===== src/shared/npbr_pkg.sv =====
package npbr_pkg;
  // Register byte offsets
  localparam logic [7:0] OFS_PAGE_COUNT = 8'h00;
  localparam logic [7:0] OFS_BB_FIRST = 8'h04;
  localparam logic [7:0] OFS_BB_SECOND = 8'h08;
  localparam logic [7:0] OFS_RET_DELAY = 8'h0c;
  localparam logic [7:0] OFS_IRQ_STATUS = 8'h10;
  localparam logic [7:0] OFS_IRQ_CLEAR = 8'h14;
  localparam logic [7:0] OFS_IRQ_ENABLE = 8'h18;
  // Page counter fields
  localparam int CNT_W = 6;
  localparam int CNT0_LSB = 0;
  localparam int CNT1_LSB = 16;
  // Return-delay fields
  localparam int STAGES = 8;
  localparam int STAGE_W = 3;
  localparam int SEL_LSB = 24;
  localparam int SEL_W = 4;
  localparam logic [31:0] RET_DELAY_MASK = 32'h0fff_ffff;
  localparam logic [31:0] RESET_WORD = 32'h0000_0000;
  // Status bits
  localparam int IRQ_W = 4;
  localparam int IRQ_BB0 = 0;
  localparam int IRQ_BB1 = 1;
  localparam int IRQ_PG0 = 2;
  localparam int IRQ_PG1 = 3;
  // Tap select: 0 means no delay, 8..15 pick stage 1..8
  localparam logic [3:0] SEL_FIRST_STAGE = 4'h8;
endpackage


===== src/rtl/npbr_page_counter.sv =====
`timescale 1ns/1ps
`default_nettype none
module npbr_page_counter #(
  parameter int W = 6
) (
  input wire logic mclk,
  input wire logic nrst,
  input wire logic cmd_start,
  input wire logic page_done,
  output logic [W-1:0] count_q
);
  always_ff @(posedge mclk or negedge nrst) begin
    if (!nrst) begin
      count_q <= '0;
    end else if (cmd_start) begin
      count_q <= '0;
    end else if (page_done) begin
      count_q <= count_q + W'(1);
    end
  end
endmodule
`default_nettype wire


===== src/rtl/npbr_delay_chain.sv =====
`timescale 1ns/1ps
`default_nettype none
module npbr_delay_chain #(
  parameter int STAGES = 8,
  parameter int STAGE_W = 3,
  parameter int SEL_W = 4
) (
  input wire logic mclk,
  input wire logic nrst,
  input wire logic strobe_in,
  input wire logic [STAGES*STAGE_W-1:0] stage_set,
  input wire logic [SEL_W-1:0] tap_sel,
  output logic latch_edge
);
  // Cycle-level model of analog stages: each stage is a base
  // register plus up to 7 extra taps, so delay rises monotonically.
  localparam int DEPTH = 1 << STAGE_W;
  logic [STAGES-1:0] stage_out;
  logic [STAGES*DEPTH-1:0] pipe_q;

  always_ff @(posedge mclk or negedge nrst) begin
    if (!nrst) begin
      pipe_q <= '0;
    end else begin
      for (int s = 0; s < STAGES; s++) begin
        pipe_q[s*DEPTH] <= (s == 0) ? strobe_in : stage_out[(s+7)%8];
        for (int k = 1; k < DEPTH; k++) begin
          pipe_q[s*DEPTH+k] <= pipe_q[s*DEPTH+k-1];
        end
      end
    end
  end

  always_comb begin
    for (int s = 0; s < STAGES; s++) begin
      stage_out[s] = pipe_q[s*DEPTH + int'(stage_set[s*STAGE_W +: STAGE_W])];
    end
  end

  always_comb begin
    if (!tap_sel[SEL_W-1]) begin
      latch_edge = strobe_in;
    end else begin
      latch_edge = stage_out[tap_sel[SEL_W-2:0]];
    end
  end
endmodule
`default_nettype wire


===== src/rtl/npbr_regs.sv =====
// Summary of operation
// - Readable pages-done count per multi-page command
// - Page-count register ignores writes
// - Counters at bits 21:16 and 5:0
// - First bad-block capture with its flag
// - Second bad-block capture with its flag
// - Capture registers read-only, reset zero
// - Software-programmed read-strobe latch delay
// - Eight cascaded delay stages, tap selectable
// - Bits 27:24 select latching stage
// - Bits 23:0 hold eight stage settings
// - Bits 31:28 reserved
// - All-zero means no added delay
//
// The APB interface to the registers and the placing of the registers were chosen for this implementation.
`timescale 1ns/1ps
`default_nettype none
module npbr_regs #(
  parameter int CNT_W = npbr_pkg::CNT_W
) (
  input wire logic mclk,
  input wire logic nrst,
  input wire logic psel,
  input wire logic penable,
  input wire logic pwrite,
  input wire logic [7:0] paddr,
  input wire logic [31:0] pwdata,
  output logic [31:0] prdata,
  output logic pready,
  output logic pslverr,
  input wire logic cmd_start_first,
  input wire logic cmd_start_second,
  input wire logic page_done_first,
  input wire logic page_done_second,
  input wire logic bad_block_first,
  input wire logic bad_block_second,
  input wire logic [31:0] addr_cycles,
  input wire logic read_strobe_n,
  output logic latch_edge,
  output logic bad_block_flag_first,
  output logic bad_block_flag_second,
  output logic irq
);
  ////////////////////////////////////////////////////////////////////////
  logic access;
  logic wr;
  logic [CNT_W-1:0] pages_done_first_select;
  logic [CNT_W-1:0] pages_done_second_select;
  logic [31:0] bad_block_capture_first_q;
  logic [31:0] bad_block_capture_second_q;
  logic [31:0] read_return_delay_q;
  logic [npbr_pkg::IRQ_W-1:0] irq_status_q;
  logic [npbr_pkg::IRQ_W-1:0] irq_enable_q;
  logic [npbr_pkg::IRQ_W-1:0] irq_event;
  logic [npbr_pkg::IRQ_W-1:0] irq_clear;
  logic [31:0] rdata_d;
  logic known;

  assign access = psel && penable;
  assign wr = access && pwrite;
  // Zero-wait slave
  assign pready = 1'b1;

  ////////////////////////////////////////////////////////////////////////
  // per-select counters
  npbr_page_counter #(.W(CNT_W)) u_cnt_first (
    .mclk(mclk),
    .nrst(nrst),
    .cmd_start(cmd_start_first),
    .page_done(page_done_first),
    .count_q(pages_done_first_select)
  );

  npbr_page_counter #(.W(CNT_W)) u_cnt_second (
    .mclk(mclk),
    .nrst(nrst),
    .cmd_start(cmd_start_second),
    .page_done(page_done_second),
    .count_q(pages_done_second_select)
  );

  ////////////////////////////////////////////////////////////////////////
  // capture on first- and second-select detection
  always_ff @(posedge mclk or negedge nrst) begin
    if (!nrst) begin
      bad_block_capture_first_q <= npbr_pkg::RESET_WORD;
    end else if (bad_block_first) begin
      bad_block_capture_first_q <= addr_cycles;
    end
  end

  always_ff @(posedge mclk or negedge nrst) begin
    if (!nrst) begin
      bad_block_capture_second_q <= npbr_pkg::RESET_WORD;
    end else if (bad_block_second) begin
      bad_block_capture_second_q <= addr_cycles;
    end
  end

  assign bad_block_flag_first = irq_status_q[npbr_pkg::IRQ_BB0];
  assign bad_block_flag_second = irq_status_q[npbr_pkg::IRQ_BB1];

  ////////////////////////////////////////////////////////////////////////
  // resets to zero
  always_ff @(posedge mclk or negedge nrst) begin
    if (!nrst) begin
      read_return_delay_q <= npbr_pkg::RESET_WORD;
    end else if (wr && paddr == npbr_pkg::OFS_RET_DELAY) begin
      read_return_delay_q <= pwdata & npbr_pkg::RET_DELAY_MASK;
    end
  end

  npbr_delay_chain #(
    .STAGES(npbr_pkg::STAGES),
    .STAGE_W(npbr_pkg::STAGE_W),
    .SEL_W(npbr_pkg::SEL_W)
  ) u_chain (
    .mclk(mclk),
    .nrst(nrst),
    .strobe_in(read_strobe_n),
    .stage_set(read_return_delay_q[npbr_pkg::STAGES*npbr_pkg::STAGE_W-1:0]),
    .tap_sel(read_return_delay_q[npbr_pkg::SEL_LSB +: npbr_pkg::SEL_W]),
    .latch_edge(latch_edge)
  );

  ////////////////////////////////////////////////////////////////////////
  always_comb begin
    irq_event = '0;
    irq_event[npbr_pkg::IRQ_BB0] = bad_block_first;
    irq_event[npbr_pkg::IRQ_BB1] = bad_block_second;
    irq_event[npbr_pkg::IRQ_PG0] = page_done_first;
    irq_event[npbr_pkg::IRQ_PG1] = page_done_second;
  end

  assign irq_clear = (wr && paddr == npbr_pkg::OFS_IRQ_CLEAR) ?
                     pwdata[npbr_pkg::IRQ_W-1:0] : '0;

  // Set wins over a clear in the same cycle
  always_ff @(posedge mclk or negedge nrst) begin
    if (!nrst) begin
      irq_status_q <= '0;
    end else begin
      irq_status_q <= (irq_status_q & ~irq_clear) | irq_event;
    end
  end

  always_ff @(posedge mclk or negedge nrst) begin
    if (!nrst) begin
      irq_enable_q <= '0;
    end else if (wr && paddr == npbr_pkg::OFS_IRQ_ENABLE) begin
      irq_enable_q <= pwdata[npbr_pkg::IRQ_W-1:0];
    end
  end

  assign irq = |(irq_status_q & irq_enable_q);

  ////////////////////////////////////////////////////////////////////////
  // read decode; count and capture words read-only, writes to them ignored
  always_comb begin
    rdata_d = '0;
    known = 1'b1;
    case (paddr)
      npbr_pkg::OFS_PAGE_COUNT: begin
        rdata_d[npbr_pkg::CNT1_LSB +: CNT_W] = pages_done_second_select;
        rdata_d[npbr_pkg::CNT0_LSB +: CNT_W] = pages_done_first_select;
      end
      npbr_pkg::OFS_BB_FIRST: rdata_d = bad_block_capture_first_q;
      npbr_pkg::OFS_BB_SECOND: rdata_d = bad_block_capture_second_q;
      npbr_pkg::OFS_RET_DELAY: rdata_d = read_return_delay_q;
      npbr_pkg::OFS_IRQ_STATUS: rdata_d[npbr_pkg::IRQ_W-1:0] = irq_status_q;
      npbr_pkg::OFS_IRQ_CLEAR: rdata_d = '0;
      npbr_pkg::OFS_IRQ_ENABLE: rdata_d[npbr_pkg::IRQ_W-1:0] = irq_enable_q;
      default: known = 1'b0;
    endcase
  end

  // Data straight from the decode; pready never stalls
  assign prdata = (access && !pwrite) ? rdata_d : '0;
  assign pslverr = access && !known;
endmodule
`default_nettype wire


===== config.mk =====
export PLATFORM = sky130hd
export DESIGN_NAME = npbr_regs
export DESIGN_NICKNAME = d
export VERILOG_FILES = /design/src/shared/npbr_pkg.sv /design/src/rtl/npbr_page_counter.sv /design/src/rtl/npbr_delay_chain.sv /design/src/rtl/npbr_regs.sv
export SDC_FILE = /design/constraint.sdc
export NUM_CORES = 1
export LEC_CHECK = 0
export BUFFER_PORTS_ARGS = -buffer_cell sky130_fd_sc_hd__buf_2
export CORE_UTILIZATION = 51
export CTS_CLUSTER_SIZE = 25
export DETAILED_ROUTE_END_ITERATION = 12
export PLACE_DENSITY = 0.88
export SYNTH_ARGS = -nofsm -noshare
export SYNTH_HDL_FRONTEND = slang
export SYNTH_SLANG_ARGS = --single-unit

===== constraint.sdc =====
create_clock -name mclk -period 2 [get_ports mclk]
set_input_delay 0.4 -clock mclk [delete_from_list [all_inputs] [get_ports mclk]]
set_output_delay 0.4 -clock mclk [all_outputs]
set_load 0.01 [all_outputs]

# --- Word level (Yosys, flattened, before mapping) ---
# Cells that the tools add are included.
# W data, S select, Z words.
totals:
  regBits: 176
  romBits: 0
  latchBits: 0
  inputBits: 84
  elab_cells: 88
  ramBits: 0
  output_inout_bits: 38
  n_memories: 0
classes:
  addsub: 9
  n_reduce_logical: 14
  n_div: 0
  bitwise_logic: 4
  mul: 0
  shifts: 0
  muxes: 38
  eq_ne: 6
  order_cmp: 9
op_table:
  columns: ["operator", "count"]
  rows:
  - ["$lt A32 B8 Y1 const B", 7]
  - ["$pmux W10 S3", 2]
  - ["$bmux W1 S6", 7]
  - ["$mux W32", 1]
  - ["$add A6 B3 Y7 const A", 4]
  - ["$eq A8 B5 Y1 const B", 3]
  - ["$mux W6", 4]
  - ["$pmux W4 S6", 1]
  - ["$pmux W6 S4", 1]
  - ["$mux W1", 18]
  - ["$eq A8 B4 Y1 const B", 2]
  - ["$add A5 B3 Y6 const A", 2]
  - ["$add A6 B1 Y6 const B", 2]
  - ["$and A4 B4 Y4", 2]
  - ["$eq A8 B3 Y1 const B", 1]
  - ["$logic_not A8 Y1", 1]
  - ["$pmux W2 S4", 1]
  - ["$logic_and A1 B1 Y1", 7]
  - ["$lt A3 B7 Y1 const B", 1]
  - ["$reduce_or A7 Y1", 1]
  - ["$bmux W1 S3", 2]
  - ["$add A4 B3 Y5 const A", 1]
  - ["$lt A3 B4 Y1 const B", 1]
  - ["$mux W4", 1]
  - ["other kinds (5)", 7]

# --- Depth between registers and ports, before layout ---
depth:
  word_depth: 7
  mapped_depth: 9
  ltp_nobuf: 5

# --- Cells and area by module ---
# A second synthesis with hierarchy kept.
unflattened:
  cells_unflattened: 507
  area_unflattened_um2: 7427.1
modules_own_cells:
  columns: ["mod", "cells_per_inst", "area_per_inst_um2", "instances", "seq_area_each_um2"]
  rows:
  - ["npbr_regs", 356, 4730.8, 1, 2502.4]
  - ["npbr_delay_chain", 103, 2158.3, 1, 1601.5]
  - ["npbr_page_counter", 24, 269.0, 2, 150.1]

# --- Worst setup path before layout ---
# Ideal clock, no wire load.
synth_timing:
  kind: "in2out"
  from: "in paddr[3]"
  to: "out prdata[0]"
  cell_stages: 5
  path_slack_ns: -0.134
  required_time_ns: 1.600
  arrival_ns: 1.734
  path_buffers: 3
  cell_sequence: "buf_2 buf_4 buf_2 a211oi_1 a2111oi_0"
synth_via:
  elab_chain_cells: 3
  word_cells_on_any_way: 8
  classes_between: "5 x eq/ne; 2 x mux; 1 x reduce/logical"
synth_lines:
  columns: ["item", "line_no", "rtl"]
  rows:
  - ["from (decl)", "npbr_regs.sv:26", "input wire logic [7:0] paddr,"]
  - ["$eq A8 B5 Y1, or another cell as far along", "npbr_regs.sv:162", "case (paddr)"]
  - ["$pmux W4 S6 *", "npbr_regs.sv:162", null]
  - ["$mux W32 *", "npbr_regs.sv:178", "assign prdata = (access && !pwrite) ? rdata_d : '0;"]
  - ["to (decl)", "npbr_regs.sv:28", "output logic [31:0] prdata,"]
# Mark *: on every way between the ends. The rest lies on a longest branch, timed or not.

# --- Worst setup path after layout ---
layout_timing:
  from: "reg read_return_delay_q[6]"
  to: "out latch_edge"
layout_via:
  elab_chain_cells: 7
layout_lines:
  columns: ["item", "line_no", "rtl"]
  rows:
  - ["from (decl)", "npbr_regs.sv:51", "logic [31:0] read_return_delay_q;"]
  - ["from (signal assigned)", "npbr_regs.sv:107", "read_return_delay_q <= npbr_pkg::RESET_WORD;"]
  - ["from (signal assigned)", "npbr_regs.sv:109", "read_return_delay_q <= pwdata & npbr_pkg::RET_DELAY_MASK;"]
  - ["$add A5 B3 Y6", "npbr_delay_chain.sv:36", "stage_out[s] = pipe_q[s*DEPTH + int'(stage_set[s*STAGE_W +: STAGE_W])];"]
  - ["$bmux W1 S6", "npbr_delay_chain.sv:36", null]
  - ["$mux W1 (implied by the code) (2 in a row)", "npbr_delay_chain.sv:36", null]
  - ["via u_chain.stage_out[2]", "npbr_delay_chain.sv:18", "logic [STAGES-1:0] stage_out;"]
  - ["$bmux W1 S3", "npbr_delay_chain.sv:44", "latch_edge = stage_out[tap_sel[SEL_W-2:0]];"]
  - ["$mux W1 (implied by the code)", "npbr_delay_chain.sv:44", null]
  - ["$mux W1", "npbr_delay_chain.sv:41", "if (!tap_sel[SEL_W-1]) begin"]
  - ["to (decl)", "npbr_regs.sv:39", "output logic latch_edge,"]
# The timed path passes the listed nets, and every way through them passes these cells. The select of a mux whose other input is x is not followed.

==> metrics.csv <==
metric,value,unit
failing checks,setup timing,
Post-Route WL,20300,µm
VDD IR-drop max,0.611,mV
endpoint class of the critical path,output pin,
Worst Tran Pin Value,0.541,ns
total gr overflow,0,
ys async rst share,100,%
clock skew,0.00656,ns
Remaining DRCs,0,
Critical Path AT,2.28,ns
nets@finish,757,
Max-cap violations,0,
Adder-Cell Fraction of Synth Area,0.335,%
Min-Delay Path Class,in -> reg,
syn_nets,595,
Finished Layout Cells,863,
Switching Fraction,23.0,%
Synth Flop Type,dfrtp_1,
Setup TNS,-3.11,ns
Pint,6.19,mW
GPL Wtd Cong,0.884,
Total Routing Usage GR,27.9,%
fraction of synthesized area in multiplexers,27.1,%
vias in the first global route,5561,
top-count cell post-synth,dfrtp_1,
Reg power frac,48.8,%
DIE HEIGHT,123,µm
count of flip-flops with a built-in enable after synthesis,0,
clk_lat worst skew,0.43,ns
Placed Cells incl. Taps,813,
global-route wire length before repair,30400,µm
clock-pin transition on the worst setup and hold timing paths,0.06,ns
leakage,4.37,nW
combinational family with the most area after synthesis,multiplexers,
via density per instance,6.01,
crit path max fanout,3,
ranking of synthesized cells by area,"dfrtp_1 (59%), mux2_2 (18%), mux4_2 (4.5%)",
simple-gate share of the synthesized area,5.81,%
largest net degree at the start of global routing,56,
Clock Path Buffers,2,
synth cell count leaders,"dfrtp_1 (176), mux2_2 (118), nor2_1 (38), a22oi_1 (22), clkbuf_1 (18)",
Final Core Density,69.7,%
top-area cell type share of the netlist area,59.0,%
RSZ-0062 raised after global routing,yes,
Slew HR,63.9,%
Syn Inst Count,509,
dominant cell type by area after synthesis,dfrtp_1,
clock network power share,41.4,%
core box area,14100,µm²
Initial Util,53.0,%
detailed router's first-iteration violation count,382,
Final Instance Area,9830,µm²
CTS sink cnt,176,
drt first pass iters,5,
Detailed Place HPWL,12700,µm
share of cells above drive strength 1,58.7,%
Setup Crit Path Kind,reg -> out,
Mean Syn Cell Area,14.7,µm²
antenna violations before repair,0,
sequential fraction of the synthesis area,59.0,%
YS warnings,0,
"Cell Area, Placed",8540,µm²
Die W,123,µm
post-placement setup slack,-0.313,ns
I/O pin cnt,122,
Final Slew Violations,0,
root buffer cell,clkbuf_16,
Psw,1.85,mW
CP Data Required Time,1.60,ns
Fin. Hold Viols,0,
distinct cell type count after synthesis,41,
Layout area overhead,31.6,%
status,"complete, but fails checks",
IO Port Bufs,116,
complex-gate fraction of the synthesized area,4.78,%
wire per inst,23.5,µm
Synth Register Bits,176,
die footprint,15100,µm²
antenna-violating nets left,0,
CTS tree,done,
post-layout min period,2.68,ns
Ant. Diodes,0,
worst hold slack,0.117,ns
row count,43,
setup violators final,31,
CTS buffer count,17,
H-tree level count,4,
Worst setup SP type,flop,
crit share post-route,134,%
PD cells,819,nW/µm²
Power Total,8.05,mW
Fmax,0.373,GHz
post-synthesis xor/xnor area fraction,0.938,%
final worst slack,-0.680,ns
Syn Std Cell Area,7470,µm²
detailed-route via count,5189,
combinational power share,9.9,%
## cell type report
type                       count  area (µm²)
sequential                   176        4410
fill                         883        4270
multi-input combinational    301        3220
timing repair buffer         172        1370
clock buffer                  27         513
tap                          180         225
clock inverter                 4        73.8
inverter                       3        11.3
## worst paths after layout
| path | start | to | slack [ns] | cells past startpoint |
|---|---|---|---|---|
| worst max-delay path | read_return_delay_q[6] | latch_edge | -0.68 | 6 |
| worst min-delay path | read_strobe_n | u_chain.pipe_q[0] | 0.12 | 1 |
| worst max register to register | read_return_delay_q[6] | u_chain.pipe_q[24] | 0.59 | 2 |
| worst min register to register | u_chain.pipe_q[22] | u_chain.pipe_q[23] | 0.37 | 0 |
| max in group asynchronous | nrst | irq_status_q[1] | 0.84 | 3 |
| min in group asynchronous | nrst | bad_block_capture_second_q[28] | 0.49 | 2 |
## power groups by stage
stage,registers (mW),logic (mW),clock network (mW)
global placement,3.95,0.664,0
floorplan,3.92,0.397,0
global route,3.95,0.849,3.50
CTS,3.92,0.742,3.33
detailed placement,3.98,0.694,0
finish,3.93,0.794,3.33
## worst max-delay path: stages, from the launching register on
cell,delay [ns]
dfrtp_2,0.41
mux4_1,0.57
mux2_4,0.30
a22oi_2,0.15
a211o_2,0.15
o211ai_2,0.10
buf_2,0.16
## routing by layer
layer	vias to the layer above	wire length, µm	global-route usage [%]
li1	2178	-	-
met1	2734	7840	34.1
met2	234	10700	47.9
met3	43	1280	6.60
met4	0	514	11.1
met5	-	0	0
## state kept, by name, indices dropped and copies added (netlist names)
register                    flops
u_cnt_first.count_q             6
bad_block_capture_first_q      32
u_chain.pipe_q                 64
bad_block_capture_second_q     32
u_cnt_second.count_q            6
irq_enable_q                    4
read_return_delay_q            28
irq_status_q                    4
## logic make-up after synthesis
group,after synthesis
flip-flops,176
multiplexers,153
AND/OR/NAND/NOR,90
AO/OA/AOI/OAI,47
buffers and inverters,32
XOR/XNOR,8
adder cells (fa/ha/maj),2
other,1
## repair_timing
item,in CTS,in global routing
endpoints found under the setup margin,32,33
endpoints found under the hold margin,45,0
cloned,2,1
resized for setup,73,59
hold buffers,1,0
pin swaps,22,19
buffers inserted,14,9
## cell usage in the layout (no fill, tap or decap), drive strengths merged, types with 5 or more instances in the layout
cell	netlist	final
dfrtp	176	176
nor2b	6	6
buf	10	169
mux2	120	120
nand4	5	5
nor2	39	39
and3	8	8
clkbuf	19	29
xor2	6	6
mux4	24	24
a22oi	24	24
mux2i	9	9
nand2	17	17
Note: power is estimated with default switching activity, not from simulation.
